File: src/logic/gport_pkg.sv
// Shared constants for the graphics port core-logic flow controller
package gport_pkg;
   localparam int BLOCK_BEATS = 4;
   localparam int CLK_PERIOD_NS = 40;
   localparam int SHORT_READ_NS = 160;
   localparam int SHORT_READ_CYC = SHORT_READ_NS / CLK_PERIOD_NS;
   localparam logic [2:0] ST_LP_READ = 3'h0;
   localparam logic [2:0] ST_HP_READ = 3'h1;
   localparam logic [2:0] ST_LP_WRITE = 3'h2;
   localparam logic [2:0] ST_HP_WRITE = 3'h3;
   localparam logic [2:0] ST_START = 3'h7;
   localparam logic [2:0] ST_RESET = 3'h7;
   typedef enum logic [2:0] {
      S_IDLE = 3'h0,
      S_RD_BLOCK = 3'h1,
      S_RD_WAIT = 3'h2,
      S_WR_BLOCK = 3'h3,
      S_FW_BLOCK = 3'h4,
      S_FW_WAIT = 3'h5,
      S_FW_END = 3'h6
   } state_type;
endpackage

File: src/logic/gport_core_ctrl.sv
// Core-logic (target/arbiter) end of the graphics port block flow control
// Function
// - Keep frame deasserted during pipelined transactions; frame only frames pushed writes.
// - Pipelined path never asserts stop or drives devsel; pushed writes use frame, stop, devsel.
// - No timing relation between frame and irdy in pipelined transactions.
// - Core drives irdy to mark valid pushed-write data.
// - Core inserts pushed-write wait states only between blocks.
// - Short read of four clocks or less gets trdy once.
// - Longer transfer gets trdy per block, initial and each subsequent.
// - Target waits only after a block, never inside one.
// - Keep stop deasserted during pipelined transactions.
// - No idsel, lock, intc or intd pins; none are used.
// - Status code meaningful only with grant; 000 read data, 111 start.
`timescale 1ns/1ps
`default_nettype none
module gport_core_ctrl #(
   parameter int BLOCKS_MAX = 8
) (
   input wire logic ref_clk, // Common bus clock
   input wire logic rst, // Asynchronous reset, active high
   input wire logic rdStart, // Pulse: begin pipelined read
   input wire logic wrStart, // Pulse: begin pipelined write
   input wire logic fwStart, // Pulse: begin pushed write
   input wire logic [3:0] xferBlocks, // Blocks in transfer, 1 = short
   input wire logic hiPriority, // Use high-priority status code
   input wire logic dataReady, // Core has next block available
   input wire logic irdyInN, // Master irdy pin
   input wire logic trdyInN, // Master trdy pin (pushed write)
   input wire logic stopInN, // Master stop pin (pushed write)
   input wire logic devselInN, // Master devsel pin (pushed write)
   input wire logic monitor_overcurrent_n, // Monitor supply overcurrent, low
   input wire logic pmeInN, // Power-management event pin
   output logic gntN, // Grant
   output logic [2:0] arbiter_status_code, // Status qualified by grant
   output logic frameOutN, // Frame pin value
   output logic frameOe, // Frame drive enable
   output logic irdyOutN, // Irdy pin value (pushed write)
   output logic irdyOe, // Irdy drive enable
   output logic trdyOutN, // Trdy pin value
   output logic trdyOe, // Trdy drive enable
   output logic stopOutN, // Stop pin value
   output logic stopOe, // Stop drive enable
   output logic pushed_write_mode, // Pushed write in progress
   output logic busy, // Transfer in progress
   output logic xferDone, // Pulse: transfer ended normally
   output logic xferAbort, // Pulse: target-abort or disconnect seen
   output logic retryError, // Pulse: illegal retry on pushed write
   output logic overcurrentEvent, // Pulse: overcurrent asserted
   output logic pmeSeen // Level: power event pin low
);
   initial begin
      if (BLOCKS_MAX < 1 || BLOCKS_MAX > 15) $error("BLOCKS_MAX out of range");
   end
   gport_pkg::state_type state_ff, nxt_state;
   logic [1:0] beat_ff, nxt_beat;
   logic [3:0] blk_ff, nxt_blk;
   logic [2:0] sync1_ff, sync2_ff;
   logic ovPrev_ff, first_ff, nxt_first;
   logic gnt_ff, nxt_gnt, frame_ff, nxt_frame, irdy_ff, nxt_irdy, trdy_ff, nxt_trdy;
   logic fw_ff, nxt_fw, done_ff, nxt_done, abort_ff, nxt_abort, retry_ff, nxt_retry;
   logic trdyOe_ff, nxt_trdyOe, fOe_ff, nxt_fOe;
   logic [2:0] st_ff, nxt_st;
   logic mIrdy, mTrdy, mStop, mDevsel;

   // Pins pass two flops before use
   always_ff @(posedge ref_clk or posedge rst) begin
      if (rst) begin
         sync1_ff <= 3'h7;
         sync2_ff <= 3'h7;
         ovPrev_ff <= 1'b1;
      end else begin
         sync1_ff <= {monitor_overcurrent_n, pmeInN, 1'b1};
         sync2_ff <= sync1_ff;
         ovPrev_ff <= sync2_ff[2];
      end
   end
   // Falling edge of the overcurrent line is the event
   always_ff @(posedge ref_clk or posedge rst) begin
      if (rst) begin
         overcurrentEvent <= 1'b0;
         pmeSeen <= 1'b0;
      end else begin
         overcurrentEvent <= ovPrev_ff & ~sync2_ff[2];
         pmeSeen <= ~sync2_ff[1]; // Reported only, never steers flow
      end
   end

   // Only irdy, trdy, stop and devsel are sampled; no select or lock pins exist
   logic [3:0] ctl1_ff, ctl2_ff;
   always_ff @(posedge ref_clk or posedge rst) begin
      if (rst) begin
         ctl1_ff <= 4'hF;
         ctl2_ff <= 4'hF;
      end else begin
         ctl1_ff <= {irdyInN, trdyInN, stopInN, devselInN};
         ctl2_ff <= ctl1_ff;
      end
   end
   assign mIrdy = ~ctl2_ff[3];
   assign mTrdy = ~ctl2_ff[2];
   assign mStop = ~ctl2_ff[1];
   assign mDevsel = ~ctl2_ff[0];

   always_comb begin
      nxt_state = state_ff;
      nxt_beat = beat_ff;
      nxt_blk = blk_ff;
      nxt_first = first_ff;
      nxt_gnt = 1'b1;
      nxt_st = gport_pkg::ST_RESET;
      nxt_frame = 1'b1; // Held deasserted outside pushed writes
      nxt_fOe = 1'b1;
      nxt_irdy = 1'b1;
      nxt_trdy = 1'b1;
      nxt_trdyOe = 1'b1;
      nxt_fw = 1'b0;
      nxt_done = 1'b0;
      nxt_abort = 1'b0;
      nxt_retry = 1'b0;
      case (state_ff)
         gport_pkg::S_IDLE: begin
            nxt_beat = 2'h0;
            nxt_blk = (xferBlocks == 4'h0) ? 4'h1 : xferBlocks;
            nxt_first = 1'b1;
            if (rdStart) begin
               nxt_gnt = 1'b0;
               nxt_st = hiPriority ? gport_pkg::ST_HP_READ : gport_pkg::ST_LP_READ;
               nxt_trdy = 1'b0; // First block trdy; short read gets just this one
               nxt_state = gport_pkg::S_RD_BLOCK;
            end else if (wrStart) begin
               nxt_gnt = 1'b0;
               nxt_st = hiPriority ? gport_pkg::ST_HP_WRITE : gport_pkg::ST_LP_WRITE;
               nxt_state = gport_pkg::S_WR_BLOCK;
            end else if (fwStart) begin
               nxt_gnt = 1'b0;
               nxt_st = gport_pkg::ST_START;
               nxt_fw = 1'b1;
               nxt_frame = 1'b0; // Frame only used for pushed writes
               nxt_state = gport_pkg::S_FW_WAIT;
            end
         end
         gport_pkg::S_RD_BLOCK: begin
            // Beats run without gaps inside the block master may not stall
            nxt_beat = beat_ff + 2'h1;
            if (beat_ff == 2'(gport_pkg::BLOCK_BEATS - 1)) begin
               nxt_blk = blk_ff - 4'h1;
               nxt_state = (blk_ff == 4'h1) ? gport_pkg::S_IDLE : gport_pkg::S_RD_WAIT;
               nxt_done = (blk_ff == 4'h1);
            end
         end
         gport_pkg::S_RD_WAIT: begin
            // Next block only when core ready and master irdy
            if (dataReady && mIrdy) begin
               nxt_trdy = 1'b0;
               nxt_state = gport_pkg::S_RD_BLOCK;
            end
         end
         gport_pkg::S_WR_BLOCK: begin
            // No frame relation is assumed; irdy alone starts the data
            if (mIrdy || beat_ff != 2'h0 || !first_ff) begin
               if (beat_ff == 2'h0) nxt_trdy = 1'b0; // Trdy per block
               nxt_first = 1'b0;
               // Master supplies every beat once irdy is seen
               nxt_beat = beat_ff + 2'h1;
               if (beat_ff == 2'(gport_pkg::BLOCK_BEATS - 1)) begin
                  nxt_blk = blk_ff - 4'h1;
                  if (blk_ff == 4'h1) begin
                     nxt_state = gport_pkg::S_IDLE;
                     nxt_done = 1'b1;
                  end
               end
            end
         end
         gport_pkg::S_FW_WAIT: begin
            nxt_fw = 1'b1;
            nxt_frame = mStop; // A termination releases frame at once
            // Pushed-write block starts when data ready and master trdy; the first block needs data ready only
            if (mStop) begin
               nxt_state = gport_pkg::S_FW_END;
               nxt_abort = 1'b1; // Disconnect or target-abort
               nxt_retry = ~mDevsel & first_ff; // Retry shape
            end else if (dataReady && (mTrdy || first_ff)) begin
               nxt_irdy = 1'b0;
               nxt_first = 1'b0;
               nxt_state = gport_pkg::S_FW_BLOCK;
            end
         end
         gport_pkg::S_FW_BLOCK: begin
            nxt_fw = 1'b1;
            nxt_irdy = 1'b0; // Valid every beat inside a block
            nxt_frame = (blk_ff == 4'h1) && (beat_ff >= 2'(gport_pkg::BLOCK_BEATS - 2));
            nxt_beat = beat_ff + 2'h1;
            if (mStop) begin
               nxt_irdy = 1'b1;
               nxt_frame = 1'b1;
               nxt_abort = 1'b1;
               nxt_state = gport_pkg::S_FW_END;
            end else if (beat_ff == 2'(gport_pkg::BLOCK_BEATS - 1)) begin
               nxt_irdy = 1'b1;
               nxt_blk = blk_ff - 4'h1;
               nxt_state = (blk_ff == 4'h1) ? gport_pkg::S_FW_END : gport_pkg::S_FW_WAIT;
               nxt_done = (blk_ff == 4'h1);
            end
         end
         gport_pkg::S_FW_END: begin
            nxt_state = gport_pkg::S_IDLE;
         end
         default: nxt_state = gport_pkg::S_IDLE;
      endcase
      // Stop is driven deasserted by the core except in pushed writes, where the master owns it
   end

   always_ff @(posedge ref_clk or posedge rst) begin
      if (rst) begin
         state_ff <= gport_pkg::S_IDLE;
         beat_ff <= 2'h0;
         blk_ff <= 4'h1;
         first_ff <= 1'b1;
         gnt_ff <= 1'b1;
         st_ff <= gport_pkg::ST_RESET;
         frame_ff <= 1'b1;
         fOe_ff <= 1'b1;
         irdy_ff <= 1'b1;
         trdy_ff <= 1'b1;
         trdyOe_ff <= 1'b1;
         fw_ff <= 1'b0;
         done_ff <= 1'b0;
         abort_ff <= 1'b0;
         retry_ff <= 1'b0;
      end else begin
         state_ff <= nxt_state;
         beat_ff <= nxt_beat;
         blk_ff <= nxt_blk;
         first_ff <= nxt_first;
         gnt_ff <= nxt_gnt;
         st_ff <= nxt_st;
         frame_ff <= nxt_frame;
         fOe_ff <= nxt_fOe;
         irdy_ff <= nxt_irdy;
         trdy_ff <= nxt_trdy;
         trdyOe_ff <= nxt_trdyOe;
         fw_ff <= nxt_fw;
         done_ff <= nxt_done;
         abort_ff <= nxt_abort;
         retry_ff <= nxt_retry;
      end
   end

   always_comb begin
      gntN = gnt_ff;
      arbiter_status_code = st_ff;
      frameOutN = frame_ff;
      frameOe = fOe_ff;
      irdyOutN = irdy_ff;
      irdyOe = fw_ff;
      trdyOutN = trdy_ff;
      trdyOe = trdyOe_ff & ~fw_ff; // Master owns trdy in pushed writes
      stopOutN = 1'b1;
      stopOe = ~fw_ff;
      pushed_write_mode = fw_ff;
      busy = (state_ff != gport_pkg::S_IDLE);
      xferDone = done_ff;
      xferAbort = abort_ff;
      retryError = retry_ff;
   end

   a_frame_idle_pipe: assert property (@(posedge ref_clk) disable iff (rst)
      !fw_ff |-> frame_ff) else $error("frame asserted outside pushed write");
   a_fw_irdy_block: assert property (@(posedge ref_clk) disable iff (rst)
      (state_ff == gport_pkg::S_FW_BLOCK) |-> (!irdy_ff && irdyOe))
      else $error("irdy gap in pushed block");
   a_rd_block_len: assert property (@(posedge ref_clk) disable iff (rst)
      $rose(state_ff == gport_pkg::S_RD_BLOCK) |-> (state_ff == gport_pkg::S_RD_BLOCK)[*4])
      else $error("read block not four beats");
   a_stop_pipe: assert property (@(posedge ref_clk) disable iff (rst)
      (state_ff <= gport_pkg::S_WR_BLOCK) |-> (stopOe && stopOutN))
      else $error("stop not held in pipelined mode");
   a_status_start: assert property (@(posedge ref_clk) disable iff (rst)
      fwStart && state_ff == gport_pkg::S_IDLE && !rdStart && !wrStart
      |=> !gnt_ff && st_ff == gport_pkg::ST_START) else $error("bad start status");
   a_ovc_event: assert property (@(posedge ref_clk) disable iff (rst)
      (ovPrev_ff && !sync2_ff[2]) |=> overcurrentEvent) else $error("overcurrent missed");
   a_fw_stop_abort: assert property (@(posedge ref_clk) disable iff (rst)
      (state_ff inside {gport_pkg::S_FW_BLOCK, gport_pkg::S_FW_WAIT}) && mStop |=> xferAbort)
      else $error("stop ignored");
   a_rd_wait_trdy: assert property (@(posedge ref_clk) disable iff (rst)
      (state_ff == gport_pkg::S_RD_WAIT && !(dataReady && mIrdy)) |=> trdy_ff)
      else $error("trdy without master irdy");
endmodule
`default_nettype wire

File: config.mk
export PLATFORM = sky130hd
export DESIGN_NAME = gport_core_ctrl
export DESIGN_NICKNAME = d
export VERILOG_FILES = /design/src/logic/gport_pkg.sv /design/src/logic/gport_core_ctrl.sv
export SDC_FILE = /design/constraint.sdc
export NUM_CORES = 1
export LEC_CHECK = 0
export ABC_AREA = 1
export BUFFER_PORTS_ARGS = -buffer_cell sky130_fd_sc_hd__buf_2
export CORE_UTILIZATION = 53
export CTS_CLUSTER_DIAMETER = 50
export DETAILED_ROUTE_END_ITERATION = 10
export GPL_TIMING_DRIVEN = 0
export PLACE_DENSITY = 0.78
export SETUP_SLACK_MARGIN = 0.02
export SYNTH_ARGS = -nofsm -noshare
export SYNTH_HDL_FRONTEND = slang
export SYNTH_SLANG_ARGS = --single-unit
File: constraint.sdc
create_clock -name ref_clk -period 1.4 [get_ports ref_clk]
set_input_delay 0.07 -clock ref_clk [delete_from_list [all_inputs] [get_ports ref_clk]]
set_output_delay 0.07 -clock ref_clk [all_outputs]
set_load 0.02 [all_outputs]
==> metrics.txt, run 1 <==
Startpoint Class flop; CORE AREA approximately 0.0029 sq mm; via count of the routed design ~1.4k; vias in the first global route ~1.4k; Fmax about 730 MHz; syn_area_per_cell ~9 sq um; die area around 0.0033 sq mm; placed insts between 200 and 250; cell mode on critical path nand2_1; Num CTS Buffers 5; Most Used Layer, Global Route met2; CTS root buffer clkbuf_4; Nets 266; crit path kind reg -> reg; Comb pwr share 0.534; met1 Usage GRT 0.2560; layout cells sized above 1 0.4612; Die Y between 50 and 60 um; slowest library cell on the worst path dfrtp_1; outcome finished with violations; Tcrit/Tclk final 0.9732; Pleak 1.103 nW; fin cells approximately 280; Min Hold Slack 25.25 ps; required time worst endpoint about 1700 ps; Post-DRT Antenna Nets 0; P_int about 2.6 mW; R2R cell count 9; fillers 198; DR vias/cell 5.036; initial antenna violation count 0; CP Depth 9; Top Ports 36; pin count of the biggest net entering global routing 37; Max stage delay on crit path around 400 ps; Pre-antenna DRT Iters 7; met3 usage in global routing 0.06027; Die Wd a little under 60 um; M2 GR Usage 0.4136; clock power share 0.119; ys async rst share 1.000; hold depth 4; clock-pin transition on the worst setup and hold timing paths roughly 120 ps; worst-path maximum fanout 10; Final Max Tran Viols 0; DRT iter0 DRCs 36; Storage cell area 930.9 sq um; Synthesis Warnings 0; CP Buf/Inv Count 2; flops & latches, synth 36; crit path capture type flop; max_cap viols 0; area used by multi-input combinational logic ~670 sq um; first-pass GRT wire length roughly 5600 um; Sw Pwr a little under 2 mW; clk_skew between 15 and 20 ps; sequential area share after synthesis 0.5655; failing checks design-rule violations; per-cell routed wire length around 12 um; # DRC 4; row count 19; headroom to the max-slew limit 0.5284; DP Wirelength 2277 um; Starting Density 0.5754; # setup viols final 0; RSZ-0062 raised after global routing yes; Slew @ Worst Pin about 710 ps; CP cell instances buf_6, nor2_4, nand2_1, nand2_2, buf_6, nand2_1, o21ai_0, nand2_1, nand2_1; WP data arrival ~1700 ps; final wirelength 3419 um; VDD IR max 1.316 mV; number of distinct library cells after synthesis 25; sequential share of power 0.347; pwr/cell area 2063 mW/mm^2; GRT Total Usage 0.2294; number of enable flip-flop cells after synthesis 0; Largest delay share family, worst path simple AND/OR/NAND/NOR gates; synthesized instance count ~180; H-tree depth 2; maximum root-to-sink buffer count 2; grt ovf 0; commonest non-fill, non-tap cells in the layout nand2_1 (39), buf_2 (32), dfstp_2 (22); Hold Vio Cnt, Final 0; sinks on the clock net 36; global placement routability congestion between 0.8 and 0.9; Buffers on Ports 33; Post-Syn Area 0.001642 sq mm; later-pin clock latency in the skew report between 300 and 400 ps; minimum clock period about 1400 ps; CTS tree done; antenna cells 0; commonest non-fill, non-tap cell in the layout nand2_1; top_reg_cell synth dfstp_2; sw frac 0.4321; P&R area growth vs syn 33.99%; worst min path class in -> reg
[per-layer routing]
metal / vias up / share of wire
li1: 689 / -
met1: 640 / 0.41
met2: 49 / 0.52
met3: 12 / 0.051
met4: 0 / 0.025
met5: - / 0
[final cells by class]
type	count	share of cell area
Buffer	6	0.02389
Sequential cell	36	0.4232
Inverter	27	0.04721
Clock buffer	5	0.01706
Timing Repair Buffer	53	0.1593
Clock inverter	3	0.008532
Tap cell	31	0.01763
Multi-Input combinational cell	115	0.3032
[logic make-up (layout without fill, tap and decap cells)]
logic type,count (synthesis),in the layout,share of synthesized area
other cells,1,2,0.002284
xor+xnor,2,2,0.01067
buf+inv,33,94,0.09146
fa+ha+maj,5,5,0.03811
simple gates,85,85,0.2226
flops,36,36,0.5655
compound gates,21,21,0.06935
[through the flow]
stage | setup TNS, ps | instance area [sq um] | power (mW) | setup WS (ps) | util
6_report | 0 | 2200 | 4.538 | 37.52 | 0.7711
5_1_grt | -272.7 | 2200 | 4.902 | -79.24 | 0.7711
4_1_cts | -0.5279 | 2042 | 4.084 | -0.5279 | 0.7158
3_5_place_dp | -505.8 | 1849 | 3.413 | -107.2 | 0.6482
3_3_place_gp | -354.6 | 1849 | 3.336 | -93.64 | 0.6482
2_1_floorplan | 0 | 1645 | 2.958 | 89.46 | -
[cells in the mapped netlist, types with 2 or more instances]
| master | instances | area share |
|---|---|---|
| a21oi_1 | 3 | 0.0091 |
| buf_4 | 5 | 0.023 |
| dfrtp_1 | 14 | 0.21 |
| dfstp_2 | 22 | 0.35 |
| ha_1 | 5 | 0.038 |
| inv_1 | 23 | 0.053 |
| inv_2 | 4 | 0.0091 |
| nand2_1 | 45 | 0.10 |
| nand2_2 | 4 | 0.015 |
| nand3_1 | 14 | 0.043 |
| nor2_1 | 15 | 0.034 |
| nor3_1 | 3 | 0.0091 |
| o211ai_1 | 2 | 0.0091 |
| o21ai_0 | 13 | 0.040 |
[registers in the layout, indices dropped and copies added, names as in the netlist, 2 cells and up]
register             cells
blk_ff                   4
ctl1_ff                  4
ctl2_ff                  4
arbiter_status_code      3
state_ff                 3
beat_ff                  2
sync1_ff                 2
sync2_ff                 2
[power groups by stage]
| stage | Clock [mW] | Sequential (mW) | Combinational [mW] |
|---|---|---|---|
| after global placement | 0 | 1.55 | 1.78 |
| after CTS | 0.551 | 1.55 | 1.98 |
| after detailed placement | 0 | 1.57 | 1.85 |
| after global routing | 0.614 | 1.60 | 2.68 |
| final | 0.539 | 1.58 | 2.42 |
| after floorplan | 0 | 1.66 | 1.30 |
[final timing paths]
path / slack [ps] / start / end
max in group asynchronous: 520 / rst / state_ff[2]
worst max register to register: 40 / state_ff[1] / blk_ff[0]
worst max-delay path: 40 / state_ff[1] / blk_ff[0]
min in group asynchronous: 370 / rst / pmeSeen
worst min-delay path: 30 / wrStart / arbiter_status_code[2]
worst min register to register: 360 / ctl1_ff[3] / ctl2_ff[3]
[tightest hold or removal path, delay by kind of cell]
kind	cells	cell delay (ps)
and+or+nand+nor	2	160
buffers and inverters	2	140
[what timing repair did]
item	4_1_cts	5_1_grt
endpoints found under the setup margin	9	12
resized for setup	9	30
endpoints found under the hold margin	9	14
setup buffers	3	7
cloned	0	0
pin swaps	5	13
hold buffers	9	1
Power figures use the tool's default switching activity.
==> inputs of run 2 (changes only) <==
- ABC_AREA: 1 -> default
==> run 2 against run 1 <==
  * The flow finishes with violations (design-rule violations, negative setup slack)
  * Critical path depth is 2 lower
  * Clock skew shrank 6.1 ps
  * Combinational power rose by 15%
  * Non-clock buffer count up 16
  * Sequential share of layout area down 2.3 points
  * Cell area grew 5.6%
  * Via count down 0.65%
  * Cell count fell by 7.2%
  * Hold slack better by 29 ps
  * Highest routed layer unchanged
==> metrics.txt, run 2 <==
Nets roughly 250; Die Y 57.51 um; fin util 0.8209; required time worst endpoint 1680 ps; Comb pwr share 0.552; initial antenna violation count 0; Place WS -287.5 ps; headroom to the max-slew limit 0.5168; later-pin clock latency in the skew report ~350 ps; Setup WS post-layout -239.5 ps; maximum root-to-sink buffer count 2; Top Ports 36; Pre-antenna DRT Iters 7; flops & latches, synth 36; DRT iter0 DRCs 54; Buffers on Ports 33; pin count of the biggest net entering global routing 37; placed insts 216; layout cells sized above 1 0.5422; top cell type's share of synthesized area 0.3540; crit path capture type flop; total power roughly 5 mW; worst r2r src beat_ff[1]; Startpoint Class flop; Post-DRT Antenna Nets 0; Final Max Tran Viols 0; die area ~0.0033 sq mm; Sw Pwr 2.000 mW; GRT Total Usage 0.2501; sinks on the clock net 36; Hold EP blk_ff[1]; R2R cell count 7; CP cell instances ha_4, a21boi_1, o22ai_1, a32o_2, buf_6, and3_4, a211oi_2; fin cells between 200 and 300; RSZ-0062 raised after global routing yes; DP Wirelength 2229 um; commonest non-fill, non-tap cells in the layout buf_2 (35), buf_4 (23), dfstp_2 (22); FF-to-FF End blk_ff[0]; vias in the first global route roughly 1.4k; per-cell routed wire length 15.60 um; r2r setup slk -240 ps; fillers ~180; Starting Density 0.5772; Area contributors post-synth dfstp_2 (35%), dfrtp_1 (21%), a21oi_1 (4.0%); final wirelength 3994 um; CTS root buffer clkbuf_4; first-pass GRT wire length just over 6000 um; crit path kind reg -> reg; failing checks design-rule violations, negative setup slack; CTS tree done; CORE AREA ~0.0028 sq mm; ys async rst share 1.000; H-tree depth 2; Storage cell area approximately 930 sq um; Fmax 609.9 MHz; VDD IR max approximately 1.7 mV; Num CTS Buffers 5; clk_skew 9.243 ps; worst hold path startpoint xferBlocks[1]; sequential area share after synthesis 0.5686; clock-pin transition on the worst setup and hold timing paths ~110 ps; dominant cell type by area after synthesis dfstp_2; Synth top cells by count dfstp_2 (22), dfrtp_1 (14), nor2_1 (14), a21oi_1 (13), inv_1 (12); number of distinct library cells after synthesis 39; Tcrit/Tclk final 1.171; P_int 3.053 mW; # setup viols final 9; grt ovf 0; Die Wd between 50 and 60 um; synthesized instance count ~150; number of enable flip-flop cells after synthesis 0; placement-stage cell area between 0.0015 and 0.002 sq mm; minimum clock period between 1500 and 2000 ps; count leader, synth dfstp_2; Pleak roughly 1.1 nW; Synthesis Warnings 0; DR vias/cell 5.395; Hold Vio Cnt, Final 0; area used by multi-input combinational logic a little over 700 sq um; P&R area growth vs syn 42.22%; max_cap viols 0; top_reg_cell synth dfstp_2; Post-Syn Area between 0.0015 and 0.002 sq mm; worst min path class in -> reg; outcome finished with violations; row count 19; syn_area_per_cell around 11 sq um; slowest library cell on the worst path dfrtp_2; global placement routability congestion between 0.8 and 0.9; fin area ~0.0023 sq mm; largest registers in the final layout blk_ff: 4 flops, ctl1_ff: 4 flops, ctl2_ff: 4 flops; worst-path maximum fanout 8; commonest non-fill, non-tap cell in the layout buf_2; hold depth 3; clock power share 0.141; Slew @ Worst Pin roughly 720 ps; Max stage delay on crit path between 400 and 500 ps; sw frac 0.3958; antenna cells 0; via count of the routed design ~1.4k; # DRC 4; pwr/cell area 2176 mW/mm^2; WP data arrival 1920 ps; sequential share of power 0.307
==> run 2: final cells by class <==
| cell class | instances | share of cell area |
|---|---|---|
| inverters | 12 | 0.01940 |
| clock buffers | 6 | 0.01778 |
| well taps | 31 | 0.01670 |
| clock inverters | 2 | 0.01509 |
| plain buffers | 10 | 0.03664 |
| multi-input cells | 94 | 0.3044 |
| repair buffers | 65 | 0.1897 |
| flip-flops and latches | 36 | 0.4003 |
==> run 2: per-layer routing <==
layer | up-vias | share of wire | GRT usage
met5 | - | 0 | 0
met4 | 0 | 0.015 | 0.09756
met2 | 50 | 0.55 | 0.4734
li1 | 664 | - | -
met3 | 9 | 0.043 | 0.05442
met1 | 658 | 0.40 | 0.2673
==> run 2: how the worst max path moves through the flow <==
stage / startpoint / slack [ps] / endpoint / depth (start not counted)
CTS: beat_ff[0] / -180 / blk_ff[0] / 7
global route: beat_ff[1] / -290 / blk_ff[0] / 7
detailed placement: first_ff / -290 / state_ff[0] / 5
floorplan: blk_ff[0] / -130 / state_ff[0] / 6
finish: beat_ff[1] / -240 / blk_ff[0] / 7
global placement: state_ff[0] / -290 / state_ff[0] / 6
==> run 2: what timing repair did <==
action                                  in CTS  in global routing
pin swaps                                   10                 11
gates resized for setup                     18                 13
endpoints found under the setup margin      10                 12
setup buffers                               17                  4
endpoints found under the hold margin       10                 14
hold buffers                                10                  1
==> run 2: logic make-up after synthesis <==
group           after synthesis  synth area share
buf+inv                      22           0.07739
simple gates                 46            0.1456
xor+xnor                      1          0.005365
other cells                   1          0.002297
fa+ha+maj                     5           0.03831
compound gates               40            0.1625
flops                        36            0.5686
==> run 2: power by group through the flow <==
stage / logic (mW) / clock network [mW] / registers, mW
global route: 2.99 / 0.760 / 1.58
detailed placement: 1.92 / 0 / 1.57
CTS: 2.43 / 0.724 / 1.54
global placement: 1.87 / 0 / 1.57
finish: 2.79 / 0.714 / 1.55
floorplan: 1.38 / 0 / 1.66
==> run 2: critical path: cells and delay by family (launching register included) <==
kind | cells | cell delay [ps]
AND/OR/NAND/NOR | 1 | 170
adder cells (fa/ha/maj) | 1 | 180
AO/OA/AOI/OAI | 4 | 620
buffers and inverters | 1 | 140
flip-flops | 1 | 460
==> run 2: metrics by stage <==
| stage | setup TNS, ps | hold slack [ps] |
|---|---|---|
| 2_1_floorplan | -248.7 | 74.48 |
| 3_3_place_gp | -981.0 | 175.4 |
| 3_5_place_dp | -1137 | 176.7 |
| 4_1_cts | -917.6 | 49.99 |
| 5_1_grt | -1985 | 69.61 |
| 6_report | -1352 | 54.70 |
